<file path="config.mk">
export PLATFORM = sky130hd
export DESIGN_NAME = stepper_microstep_indexer
export DESIGN_NICKNAME = d
export VERILOG_FILES = /design/src/design/stepper_indexer_pkg.sv /design/src/design/stepper_microstep_indexer.sv
export VERILOG_INCLUDE_DIRS = /design/src /design/src/design
export SDC_FILE = /design/constraint.sdc
export NUM_CORES = 1
export LEC_CHECK = 0
export BUFFER_PORTS_ARGS = -buffer_cell sky130_fd_sc_hd__buf_4
export CAP_MARGIN = 5
export CELL_PAD_IN_SITES_DETAIL_PLACEMENT = 1
export CELL_PAD_IN_SITES_GLOBAL_PLACEMENT = 1
export CORE_MARGIN = 2
export CORE_UTILIZATION = 45
export CTS_CLUSTER_DIAMETER = 30
export DETAILED_ROUTE_END_ITERATION = 6
export GPL_ROUTABILITY_DRIVEN = 1
export PLACE_DENSITY = 0.91
export SYNTH_ARGS = -nofsm -noshare
export SYNTH_HDL_FRONTEND = slang
export SYNTH_SLANG_ARGS = --single-unit
</file>
<file path="constraint.sdc">
create_clock -name I_CLK -period 6.06 [get_ports I_CLK]
set_clock_uncertainty 0.1 [all_clocks]
set_input_delay 0.606 -clock I_CLK [delete_from_list [all_inputs] [get_ports I_CLK]]
set_output_delay 0.606 -clock I_CLK [all_outputs]
set_load 0.02 [all_outputs]
</file>
<file path="src/design/stepper_indexer_params.svh">
// Offsets, field positions, reset values and timing counts of the step indexer
`ifndef STEPPER_INDEXER_PARAMS_SVH
`define STEPPER_INDEXER_PARAMS_SVH
`define CHOP_REG_OFF   8'h00
`define STAT1_REG_OFF  8'h04
`define STAT2_REG_OFF  8'h08
`define STAT_IDX_LSB   0
`define STAT_MODE_LSB  8
`define STAT_FLAG_BIT  16
`define STAT_ACT_BIT   17
`define CLK_MHZ        250
`define CHOP_NS        400
`define CHOP_CYC       (`CHOP_NS * `CLK_MHZ / 1000)
`define FULL_PCT       10'h3E8
`define START_FULL     6'h08
`define START_OTHER    6'h00
`define RESP_OKAY      2'h0
`define RESP_SLVERR    2'h2
`endif

</file>
<file path="src/design/stepper_indexer_pkg.sv">
// Types shared by the step indexer
package stepper_indexer_pkg;
  typedef enum logic [4:0] {
    MD_OFF   = 5'h01,
    MD_FULL  = 5'h02,
    MD_HALF  = 5'h04,
    MD_MICRO = 5'h08,
    MD_SAVE  = 5'h10
  } mode_t;
endpackage : stepper_indexer_pkg

</file>
<file path="src/design/stepper_microstep_indexer.sv">
// Two-pair stepping motor indexer with microstep table, chopper and AXI4-Lite registers
// Contract
// - Clear low resets position, state, and floats all bridge outputs.
// - Control inputs are only accepted while clear is high.
// - Micro or half mode leaves clear with A at 100%, B at 0%.
// - Full-step mode leaves clear with both phases at +100%.
// - Full-step mode drives both phases at plus or minus 100% together.
// - Half mode diagonal positions use equal-torque reduced currents.
// - Four select inputs choose full, half or micro operation.
// - Select inputs choose saturated or chopped current-regulated drive; micro mode here is always chopped.
// - Micro mode splits one electrical period into 64 steps.
// - First-quadrant table follows the published percent values; B reversed.
// - Step 0 is the position right after clear release.
// - Step index drives DAC level combined with chopping period.
// - Gate low floats both bridges of that pair.
// - Gate low keeps step position for later resumption.
// - Micro mode flag low when either phase magnitude is 100%.
// - Coarse modes flag low only at index 8, both phases positive (100% in full, 70.7% in half).
// - Each rising step edge advances position by exactly one step.
// - Clockwise: phase B lags phase A by 90 degrees.
// - Counter-clockwise: phase B leads phase A by 90 degrees.
// - Micro to coarse change: hold, then jump to next coarse position.
`timescale 1ns/10ps
`include "stepper_indexer_params.svh"

module stepper_microstep_indexer
  import stepper_indexer_pkg::*;
#(
  parameter int ADDR_W = 8,
  parameter int MAG_W  = 10
) (
  input  wire logic                 I_CLK,
  input  wire logic                 I_RST_N,
  input  wire logic                 I_ACTIVE_LOW_CLEAR_N,
  input  wire logic                 I_STEP_PULSE_PAIR1,
  input  wire logic                 I_STEP_PULSE_PAIR2,
  input  wire logic                 I_DIRECTION_PAIR1,
  input  wire logic                 I_DIRECTION_PAIR2,
  input  wire logic                 I_OUTPUT_GATE_PAIR1,
  input  wire logic                 I_OUTPUT_GATE_PAIR2,
  input  wire logic                 I_EXCITATION_SELECT_1,
  input  wire logic                 I_EXCITATION_SELECT_2,
  input  wire logic                 I_EXCITATION_SELECT_3,
  input  wire logic                 I_EXCITATION_SELECT_4,
  input  wire logic [3:0]           I_SENSE_TRIP,
  input  wire logic [ADDR_W-1:0]    I_AWADDR,
  input  wire logic                 I_AWVALID,
  output logic                      O_AWREADY,
  input  wire logic [31:0]          I_WDATA,
  input  wire logic [3:0]           I_WSTRB,
  input  wire logic                 I_WVALID,
  output logic                      O_WREADY,
  output logic [1:0]                O_BRESP,
  output logic                      O_BVALID,
  input  wire logic                 I_BREADY,
  input  wire logic [ADDR_W-1:0]    I_ARADDR,
  input  wire logic                 I_ARVALID,
  output logic                      O_ARREADY,
  output logic [31:0]               O_RDATA,
  output logic [1:0]                O_RRESP,
  output logic                      O_RVALID,
  input  wire logic                 I_RREADY,
  output logic [3:0]                O_BRIDGE_A,
  output logic [3:0]                O_BRIDGE_B,
  output logic [3:0]                O_BRIDGE_OE,
  output logic [4*MAG_W-1:0]        O_DAC_LEVEL,
  output logic                      O_POSITION_FLAG_PAIR1,
  output logic                      O_POSITION_FLAG_PAIR1_OE,
  output logic                      O_POSITION_FLAG_PAIR2,
  output logic                      O_POSITION_FLAG_PAIR2_OE
);

  // First-quadrant magnitude, tenths of a percent
  function automatic logic [MAG_W-1:0] tbl(input logic [4:0] r);
    unique case (r)
      5'h00, 5'h01: tbl = 10'h3E8;
      5'h02: tbl = 10'h3D5;
      5'h03: tbl = 10'h3BD;
      5'h04: tbl = 10'h39C;
      5'h05: tbl = 10'h372;
      5'h06: tbl = 10'h33F;
      5'h07: tbl = 10'h305;
      5'h08: tbl = 10'h2C3;
      5'h09: tbl = 10'h27A;
      5'h0A: tbl = 10'h22C;
      5'h0B: tbl = 10'h1D7;
      5'h0C: tbl = 10'h17F;
      5'h0D: tbl = 10'h122;
      5'h0E: tbl = 10'h0C3;
      5'h0F: tbl = 10'h062;
      default: tbl = 10'h000;
    endcase
  endfunction : tbl

  function automatic mode_t decode_mode(input logic [3:0] s, input logic p);
    mode_t coarse;
    coarse = s[0] ? MD_HALF : MD_FULL;
    unique case (s[3:1])
      3'h0: decode_mode = p ? MD_OFF : MD_FULL;
      3'h1: decode_mode = p ? MD_OFF : MD_HALF;
      3'h2: decode_mode = p ? MD_OFF : MD_MICRO;
      3'h3, 3'h4: decode_mode = coarse;
      3'h5: decode_mode = p ? MD_MICRO : coarse;
      3'h6: decode_mode = p ? coarse : MD_MICRO;
      3'h7: decode_mode = s[0] ? MD_SAVE : MD_MICRO;
    endcase
  endfunction : decode_mode

  // Mirror the quadrant table; B is A shifted a quarter period
  function automatic logic [MAG_W-1:0] phase_mag(input logic [5:0] ix, input logic b,
                                                 input mode_t m);
    logic [4:0] r;
    r = {1'b0, ix[3:0]};
    if (m == MD_FULL) phase_mag = `FULL_PCT;
    else phase_mag = (ix[4] ^ b) ? tbl(5'h10 - r) : tbl(r);
  endfunction : phase_mag

  function automatic logic phase_neg(input logic [5:0] ix, input logic b);
    phase_neg = b ? ix[5] : (ix[5] ^ ix[4]);
  endfunction : phase_neg

  // Coarse modes land on their own grid from any micro position
  function automatic logic [5:0] next_idx(input logic [5:0] ix, input logic ccw,
                                          input mode_t m);
    unique case (m)
      MD_FULL: next_idx = ccw ? ((ix - 6'h09) & 6'h30) + 6'h08 : ((ix + 6'h08) & 6'h30) + 6'h08;
      MD_HALF: next_idx = ccw ? ((ix - 6'h01) & 6'h38) : ((ix + 6'h08) & 6'h38);
      default: next_idx = ccw ? ix - 6'h01 : ix + 6'h01;
    endcase
  endfunction : next_idx

  wire logic       clr = I_ACTIVE_LOW_CLEAR_N;
  wire logic [3:0] sel = {I_EXCITATION_SELECT_1, I_EXCITATION_SELECT_2,
                          I_EXCITATION_SELECT_3, I_EXCITATION_SELECT_4};
  wire logic [1:0] step_in = {I_STEP_PULSE_PAIR2, I_STEP_PULSE_PAIR1};
  wire logic [1:0] dir_in  = {I_DIRECTION_PAIR2, I_DIRECTION_PAIR1};
  wire logic [1:0] gate_in = {I_OUTPUT_GATE_PAIR2, I_OUTPUT_GATE_PAIR1};
  wire logic       sat     = sel[3:1] != 3'h4;

  logic [1:0]       s1_reg, s2_reg, s3_reg;
  logic [5:0]       idx_reg [2];
  logic [5:0]       idx_next [2];
  mode_t            mode [2];
  logic [1:0]       run, active, step_ok, flag_low;
  logic [1:0]       flag_oe_reg;
  logic [MAG_W-1:0] mag [4];
  logic [MAG_W-1:0] dac_reg [4];
  logic [3:0]       neg, on_next, on_reg, a_reg, b_reg;
  logic [15:0]      chop_reg, chop_next, cnt_reg;
  wire logic        chop_start = cnt_reg == 16'h0000;

  // Two stages before the edge detector; it compares the second stage with the third
  always_ff @(posedge I_CLK) begin
    if (!I_RST_N) begin
      s1_reg <= 2'h0;
      s2_reg <= 2'h0;
      s3_reg <= 2'h0;
    end else begin
      s1_reg <= step_in;
      s2_reg <= s1_reg;
      s3_reg <= s2_reg;
    end
  end

  always_ff @(posedge I_CLK) begin
    if (!I_RST_N || cnt_reg >= chop_reg) cnt_reg <= 16'h0000;
    else cnt_reg <= cnt_reg + 16'h0001;
  end

  genvar p, b;
  generate
    for (p = 0; p < 2; p++) begin : g_pair
      assign mode[p]     = decode_mode(sel, 1'(p));
      assign run[p]      = mode[p] inside {MD_FULL, MD_HALF, MD_MICRO};
      assign active[p]   = clr && gate_in[p] && run[p];
      // Gated pair ignores steps so position is preserved
      assign step_ok[p]  = s2_reg[p] && !s3_reg[p] && active[p];
      assign idx_next[p] = next_idx(idx_reg[p], dir_in[p], mode[p]);
      assign flag_low[p] = (mode[p] == MD_MICRO) ?
                           (mag[2*p] == `FULL_PCT || mag[2*p+1] == `FULL_PCT) :
                           (idx_reg[p] == `START_FULL);

      always_ff @(posedge I_CLK) begin
        if (!I_RST_N) idx_reg[p] <= `START_OTHER;
        else if (!clr) idx_reg[p] <= (mode[p] == MD_FULL) ? `START_FULL : `START_OTHER;
        else if (step_ok[p]) idx_reg[p] <= idx_next[p];
      end

      always_ff @(posedge I_CLK) begin
        if (!I_RST_N) flag_oe_reg[p] <= 1'b0;
        else flag_oe_reg[p] <= active[p] && flag_low[p];
      end

    end

    for (b = 0; b < 4; b++) begin : g_bridge
      localparam int   P  = b / 2;
      localparam logic PH = 1'(b % 2);
      assign mag[b] = phase_mag(idx_reg[P], PH, mode[P]);
      assign neg[b] = phase_neg(idx_reg[P], PH);
      // Regulated drive: on at chop start, off on sense trip until next period
      assign on_next[b] = !active[P] || mag[b] == 10'h000 ? 1'b0 :
                          (sat && mode[P] != MD_MICRO) ? 1'b1 :
                          chop_start ? 1'b1 :
                          I_SENSE_TRIP[b] ? 1'b0 : on_reg[b];

      always_ff @(posedge I_CLK) begin
        if (!I_RST_N) begin
          on_reg[b]  <= 1'b0;
          a_reg[b]   <= 1'b0;
          b_reg[b]   <= 1'b0;
          dac_reg[b] <= 10'h000;
        end else begin
          on_reg[b]  <= on_next[b];
          a_reg[b]   <= !neg[b];
          b_reg[b]   <= neg[b];
          dac_reg[b] <= active[P] ? mag[b] : 10'h000;
        end
      end
      assign O_DAC_LEVEL[b*MAG_W +: MAG_W] = dac_reg[b];
    end
  endgenerate

  assign O_BRIDGE_OE = on_reg;
  assign O_BRIDGE_A  = a_reg;
  assign O_BRIDGE_B  = b_reg;
  assign O_POSITION_FLAG_PAIR1    = 1'b0;
  assign O_POSITION_FLAG_PAIR2    = 1'b0;
  assign O_POSITION_FLAG_PAIR1_OE = flag_oe_reg[0];
  assign O_POSITION_FLAG_PAIR2_OE = flag_oe_reg[1];

  // AXI4-Lite slave; address and data may arrive in either order
  logic              aw_got_reg, w_got_reg, bvalid_reg, rvalid_reg;
  logic [ADDR_W-1:0] awaddr_reg;
  logic [31:0]       wdata_reg, rdata_reg;
  logic [3:0]        wstrb_reg;
  logic [1:0]        bresp_reg, rresp_reg;

  assign O_AWREADY = !aw_got_reg && !bvalid_reg;
  assign O_WREADY  = !w_got_reg && !bvalid_reg;
  assign O_ARREADY = !rvalid_reg;
  assign O_BVALID  = bvalid_reg;
  assign O_BRESP   = bresp_reg;
  assign O_RVALID  = rvalid_reg;
  assign O_RDATA   = rdata_reg;
  assign O_RRESP   = rresp_reg;

  wire logic              aw_hs  = I_AWVALID && O_AWREADY;
  wire logic              w_hs   = I_WVALID && O_WREADY;
  wire logic              ar_hs  = I_ARVALID && O_ARREADY;
  wire logic              wr_go  = (aw_got_reg || aw_hs) && (w_got_reg || w_hs);
  wire logic [ADDR_W-1:0] wa     = aw_got_reg ? awaddr_reg : I_AWADDR;
  wire logic [31:0]       wd     = w_got_reg ? wdata_reg : I_WDATA;
  wire logic [3:0]        ws     = w_got_reg ? wstrb_reg : I_WSTRB;
  wire logic              wa_ok  = wa == `CHOP_REG_OFF || wa == `STAT1_REG_OFF ||
                                   wa == `STAT2_REG_OFF;
  wire logic [31:0]       stat1  = (32'(idx_reg[0]) << `STAT_IDX_LSB) |
                                   (32'(mode[0]) << `STAT_MODE_LSB) |
                                   (32'(flag_low[0]) << `STAT_FLAG_BIT) |
                                   (32'(active[0]) << `STAT_ACT_BIT);
  wire logic [31:0]       stat2  = (32'(idx_reg[1]) << `STAT_IDX_LSB) |
                                   (32'(mode[1]) << `STAT_MODE_LSB) |
                                   (32'(flag_low[1]) << `STAT_FLAG_BIT) |
                                   (32'(active[1]) << `STAT_ACT_BIT);
  wire logic              ra_ok  = I_ARADDR == `CHOP_REG_OFF || I_ARADDR == `STAT1_REG_OFF ||
                                   I_ARADDR == `STAT2_REG_OFF;
  wire logic [31:0]       rd_mux = I_ARADDR == `CHOP_REG_OFF  ? {16'h0000, chop_reg} :
                                   I_ARADDR == `STAT1_REG_OFF ? stat1 :
                                   I_ARADDR == `STAT2_REG_OFF ? stat2 : 32'h0000_0000;

  assign chop_next = {ws[1] ? wd[15:8] : chop_reg[15:8], ws[0] ? wd[7:0] : chop_reg[7:0]};

  always_ff @(posedge I_CLK) begin
    if (!I_RST_N) begin
      aw_got_reg <= 1'b0;
      w_got_reg  <= 1'b0;
      awaddr_reg <= '0;
      wdata_reg  <= 32'h0000_0000;
      wstrb_reg  <= 4'h0;
    end else begin
      if (aw_hs) awaddr_reg <= I_AWADDR;
      if (w_hs) wdata_reg <= I_WDATA;
      if (w_hs) wstrb_reg <= I_WSTRB;
      aw_got_reg <= (aw_got_reg || aw_hs) && !wr_go;
      w_got_reg  <= (w_got_reg || w_hs) && !wr_go;
    end
  end

  always_ff @(posedge I_CLK) begin
    if (!I_RST_N) begin
      chop_reg   <= 16'(`CHOP_CYC);
      bvalid_reg <= 1'b0;
      bresp_reg  <= `RESP_OKAY;
    end else if (wr_go) begin
      if (wa == `CHOP_REG_OFF) chop_reg <= chop_next;
      bvalid_reg <= 1'b1;
      bresp_reg  <= wa_ok ? `RESP_OKAY : `RESP_SLVERR;
    end else if (I_BREADY) bvalid_reg <= 1'b0;
  end

  always_ff @(posedge I_CLK) begin
    if (!I_RST_N) begin
      rvalid_reg <= 1'b0;
      rdata_reg  <= 32'h0000_0000;
      rresp_reg  <= `RESP_OKAY;
    end else if (ar_hs) begin
      rvalid_reg <= 1'b1;
      rdata_reg  <= rd_mux;
      rresp_reg  <= ra_ok ? `RESP_OKAY : `RESP_SLVERR;
    end else if (I_RREADY) rvalid_reg <= 1'b0;
  end
endmodule : stepper_microstep_indexer

</file>
==> impl_results.rst <==
.. list-table::
   :header-rows: 1

   * - Metric
     - Value
   * - Result of the run
     - completed
   * - Resized Gates After CTS
     - 0
   * - Clk pin slew, worst setup/hold paths
     - 70 ps
   * - Unrepaired setup endpoints after global routing
     - no
   * - Nets@finish
     - 1321
   * - Average vias per placed instance
     - 5.844
   * - Gr usage total
     - 26.92%
   * - Clock tree from TritonCTS
     - done
   * - Vias post-DR
     - 8696
   * - Floorplan core area
     - 20170 um2
   * - Part of the total power dissipated in combinational logic
     - 19.9%
   * - FF+latch area
     - 3203 um2
   * - Layout area overhead
     - 17.48%
   * - Global route total overflow
     - 0
   * - Number of buffers created by CTS
     - 17
   * - Final wirelength
     - 29.27 mm
   * - Reg-to-reg startpoint
     - idx_reg[1][0]$_SDFFCE_PN0P_
   * - Async SR Flop Fraction
     - 0%
   * - Post-CTS setup repair buffer count
     - 0
   * - Drt initial violations
     - 704
   * - Die Y-Extent
     - 147.2 um
   * - Number of warnings printed during yosys synthesis
     - 0
   * - Number of synthesized register bits
     - 154
   * - Number of endpoints with negative hold slack in the final report
     - 0
   * - Most area-consuming cells after synthesis
     - sky130_fd_sc_hd__dfxtp_1 31%, sky130_fd_sc_hd__ha_1 5.7%, sky130_fd_sc_hd__nand2_1 4.8%, sky130_fd_sc_hd__nor2_1 4.3%, sky130_fd_sc_hd__mux2i_1 3.9%
   * - Cell with the largest stage delay on the worst path
     - sky130_fd_sc_hd__a2111oi_0
   * - Min cycle time layout
     - 4834 ps
   * - Worst R2R Setup Slack
     - 1230 ps
   * - Largest stage delay on the critical path
     - 780 ps
   * - Setup TNS
     - 0 ps
   * - Flip-flop count of the largest register after layout
     - 40
   * - Reported max-cap violation count
     - 0
   * - Total stage count of the critical path
     - 13
   * - Routed wirelength normalized by instance count
     - 19.67 um
   * - Transition time at the pin with the least slew margin
     - 1262 ps
   * - Area of the multi-input gates
     - 5458 um2
   * - Avg Cell Area, Syn
     - 8.238 um2
   * - DRC errors left
     - 0
   * - Startpoint type of the worst setup path
     - flop
   * - Biggest area consumer among synthesized cells
     - sky130_fd_sc_hd__dfxtp_1
   * - Cell internal pwr
     - 0.001884 W
   * - # setup viols final
     - 0
   * - Highest-count cells in the layout ignoring fill and taps
     - 142 x sky130_fd_sc_hd__dfxtp_1, 142 x sky130_fd_sc_hd__buf_4, 119 x sky130_fd_sc_hd__nand2_1, 105 x sky130_fd_sc_hd__nor2_1, 53 x sky130_fd_sc_hd__a21oi_1
   * - Portion of total power attributed to the clock network
     - 39.9%
   * - Wire length of the first global-routing pass
     - 46.79 mm
   * - Capture point of the worst reg-to-reg path
     - O_RDATA[16]$_SDFFE_PN0P_
   * - Sequential group share of total power
     - 40.2%
   * - CP endpoint
     - O_RDATA[16]$_SDFFE_PN0P_
   * - Inserted Diodes
     - 0
   * - Count of unique library cells instantiated by Yosys
     - 86
   * - Placer congestion estimate
     - 0.8986
   * - R2R depth
     - 13
   * - Prevailing post-synth register cell
     - sky130_fd_sc_hd__dfxtp_1
   * - Final Cycle Share
     - 79.77%
   * - Post-DP Area
     - 10250 um2
   * - Arrival @ worst endpoint
     - 5050 ps
   * - Iteration count of the initial detailed-routing pass
     - 5
   * - Maximum clock rate
     - 206.9 MHz
   * - Peak supply drop
     - 0.0002074 V
   * - Number of standard cells after synthesis
     - 1120
   * - Hold_buf cts
     - 0
   * - Pleak
     - 4.648 nW
   * - Switching share of power
     - 30.97%
   * - Number of antenna violations at the first check in global routing
     - 0
   * - Seq/Total Area, Yosys
     - 34.72%
   * - Number of I/O port buffers
     - 134
   * - Cell Pwr Density
     - 251.8 nW/um2
   * - Crit path required time
     - 6280 ps
   * - CP Max Fanout
     - 20
   * - Largest net degree at the start of global routing
     - 92
   * - Capturing element type of the critical path
     - flop
   * - Cell family with the largest share of critical-path delay
     - compound AO/OA/AOI/OAI gates
   * - Number of enable flip-flop cells after synthesis
     - 12
   * - Post-Syn Area
     - 9226 um2
   * - Buffer depth of the longest clock path
     - 2
   * - Type of the setup path with the least slack
     - reg -> reg
   * - Number of sinks handled by clock tree synthesis
     - 154
   * - Fill cell instance count of the final layout
     - 2437
   * - DIE AREA
     - 21660 um2
   * - Total net switching power
     - 0.0008451 W
   * - Clk_lat worst skew
     - 440 ps
   * - Area of all placed cells without fillers
     - 10840 um2
   * - Worst hold-check path type
     - in -> reg
   * - Root buf cell
     - sky130_fd_sc_hd__clkbuf_16
   * - Area fraction of the dominant cell type after synthesis
     - 30.81%
   * - Effective utilization at floorplan
     - 45.74%
   * - DIE WIDTH
     - 147.2 um
   * - Std cell rows
     - 52
   * - Fin. max-slew vios
     - 0
   * - Number of H-tree levels
     - 4
   * - ANT nets after route
     - 0
   * - Buffer and inverter count on the worst path
     - 2
   * - Vias in the first global route
     - 8675
   * - Worst-case headroom to the max-slew limit
     - 15.11%
   * - Timing startpoint of the critical path
     - idx_reg[1][0]$_SDFFCE_PN0P_
   * - Fraction of final layout cells sized beyond drive strength 1
     - 16.17%
   * - Chain of cells forming the critical path
     - inv_1, ha_1, inv_1, ha_1, nor2_1, a2111oi_0, a311oi_2, and3_1, o311a_1, nand2_1, o211a_1, o41a_1, o41ai_1
   * - I/O Pins
     - 171
   * - DP Wirelength
     - 20.37 mm
==> how the worst min path moves through the flow <==
| stage | depth (start not counted) | to | start | slack, ps |
|---|---|---|---|---|
| 2_1_floorplan | 2 | s3_reg[0]$_SDFF_PN0_ | s2_reg[0]$_SDFF_PN0_ | 300 |
| 3_3_place_gp | 2 | s3_reg[0]$_SDFF_PN0_ | s2_reg[0]$_SDFF_PN0_ | 310 |
| 3_5_place_dp | 2 | s3_reg[1]$_SDFF_PN0_ | s2_reg[1]$_SDFF_PN0_ | 310 |
| 4_1_cts | 2 | s1_reg[0]$_SDFF_PN0_ | I_STEP_PULSE_PAIR1 | 280 |
| 5_1_grt | 2 | s1_reg[0]$_SDFF_PN0_ | I_STEP_PULSE_PAIR1 | 290 |
| 6_report | 2 | s1_reg[0]$_SDFF_PN0_ | I_STEP_PULSE_PAIR1 | 280 |
==> cell families (layout without fill, tap and decap cells) <==
family | count (synthesis) | in the layout | share of synthesized area, %
compound gates | 281 | 281 | 21.49
mux | 42 | 42 | 4.923
flops | 154 | 154 | 34.72
buf+inv | 143 | 224 | 6.821
xor+xnor | 34 | 34 | 3.458
simple gates | 421 | 421 | 22.63
fa+ha+maj | 44 | 44 | 5.913
other cells | 1 | 18 | 0.04064
==> cells in the mapped netlist, types with 4 or more instances <==
master,n
sky130_fd_sc_hd__dfxtp_1,142
sky130_fd_sc_hd__nand2_1,119
sky130_fd_sc_hd__nor2_1,105
sky130_fd_sc_hd__clkbuf_1,55
sky130_fd_sc_hd__a21oi_1,53
sky130_fd_sc_hd__inv_1,46
sky130_fd_sc_hd__nor2b_1,44
sky130_fd_sc_hd__ha_1,42
sky130_fd_sc_hd__o21ai_0,38
sky130_fd_sc_hd__mux2i_1,36
sky130_fd_sc_hd__a21boi_0,28
sky130_fd_sc_hd__nand2b_1,25
sky130_fd_sc_hd__nand3_1,24
sky130_fd_sc_hd__nor3_1,20
sky130_fd_sc_hd__xnor2_1,19
sky130_fd_sc_hd__buf_4,18
sky130_fd_sc_hd__and2_1,17
sky130_fd_sc_hd__o211a_1,17
sky130_fd_sc_hd__a22oi_1,16
sky130_fd_sc_hd__buf_2,14
sky130_fd_sc_hd__o22ai_1,14
sky130_fd_sc_hd__a21o_1,13
sky130_fd_sc_hd__nor4_1,13
sky130_fd_sc_hd__xor2_1,13
sky130_fd_sc_hd__edfxtp_1,12
sky130_fd_sc_hd__o211ai_1,12
sky130_fd_sc_hd__a211oi_1,11
sky130_fd_sc_hd__nand4_1,9
sky130_fd_sc_hd__o31ai_1,9
sky130_fd_sc_hd__and3_1,8
sky130_fd_sc_hd__a221oi_1,7
sky130_fd_sc_hd__or3_1,7
sky130_fd_sc_hd__a31oi_1,6
sky130_fd_sc_hd__nand3b_1,6
sky130_fd_sc_hd__a2111oi_0,5
sky130_fd_sc_hd__a311oi_1,5
sky130_fd_sc_hd__buf_1,5
sky130_fd_sc_hd__a211o_1,4
sky130_fd_sc_hd__o21a_1,4
sky130_fd_sc_hd__o221ai_1,4
==> layout make-up <==
cell class / count / share of cell area, %
clock buffer: 18 / 3.959
clock inverter: 14 / 1.454
inverter: 50 / 1.732
multi-input combinational: 840 / 50.35
sequential: 154 / 29.55
tap: 270 / 3.117
timing repair buffer: 142 / 9.835
==> worst reg2reg max path, cell delays in order, from the launching register on <==
cell and delay (ps):
sky130_fd_sc_hd__edfxtp_1 680, sky130_fd_sc_hd__inv_1 320, sky130_fd_sc_hd__ha_1 510, sky130_fd_sc_hd__inv_1 170, sky130_fd_sc_hd__ha_1 740, sky130_fd_sc_hd__nor2_1 170
sky130_fd_sc_hd__a2111oi_0 780, sky130_fd_sc_hd__a311oi_2 160, sky130_fd_sc_hd__and3_1 240, sky130_fd_sc_hd__o311a_1 360, sky130_fd_sc_hd__nand2_1 80, sky130_fd_sc_hd__o211a_1 180
sky130_fd_sc_hd__o41a_1 160, sky130_fd_sc_hd__o41ai_1 60
==> per-layer routing <==
metal / wire length [um] / part of all wire, % / global-route usage (%)
met1: 12510 / 43 / 34.19
met2: 13960 / 48 / 45.02
met3: 1804 / 6.2 / 5.217
met4: 991 / 3.4 / 10.91
met5: 0 / 0 / 0
==> power groups by stage <==
stage	Sequential [W]	Combinational, W	Clock [W]
after CTS	0.00110	0.000536	0.00110
after floorplan	0.00112	0.000368	0
after detailed placement	0.00112	0.000525	0
final	0.00110	0.000544	0.00109
after global routing	0.00110	0.000591	0.00114
after global placement	0.00111	0.000510	0
==> per-stage QoR <==
step	hold slack [ps]	util (%)	instances	power [W]	worst slack, ps
floorplan	297.1	-	1137	0.001490	2558
global placement	308.4	50.83	1456	0.001624	1695
detailed placement	314.9	50.83	1456	0.001643	1554
CTS	275.3	53.74	1488	0.002732	1420
global route	287.6	53.74	1488	0.002837	1019
finish	284.5	53.74	1488	0.002729	1226
Note: power is estimated with default switching activity, not from simulation.
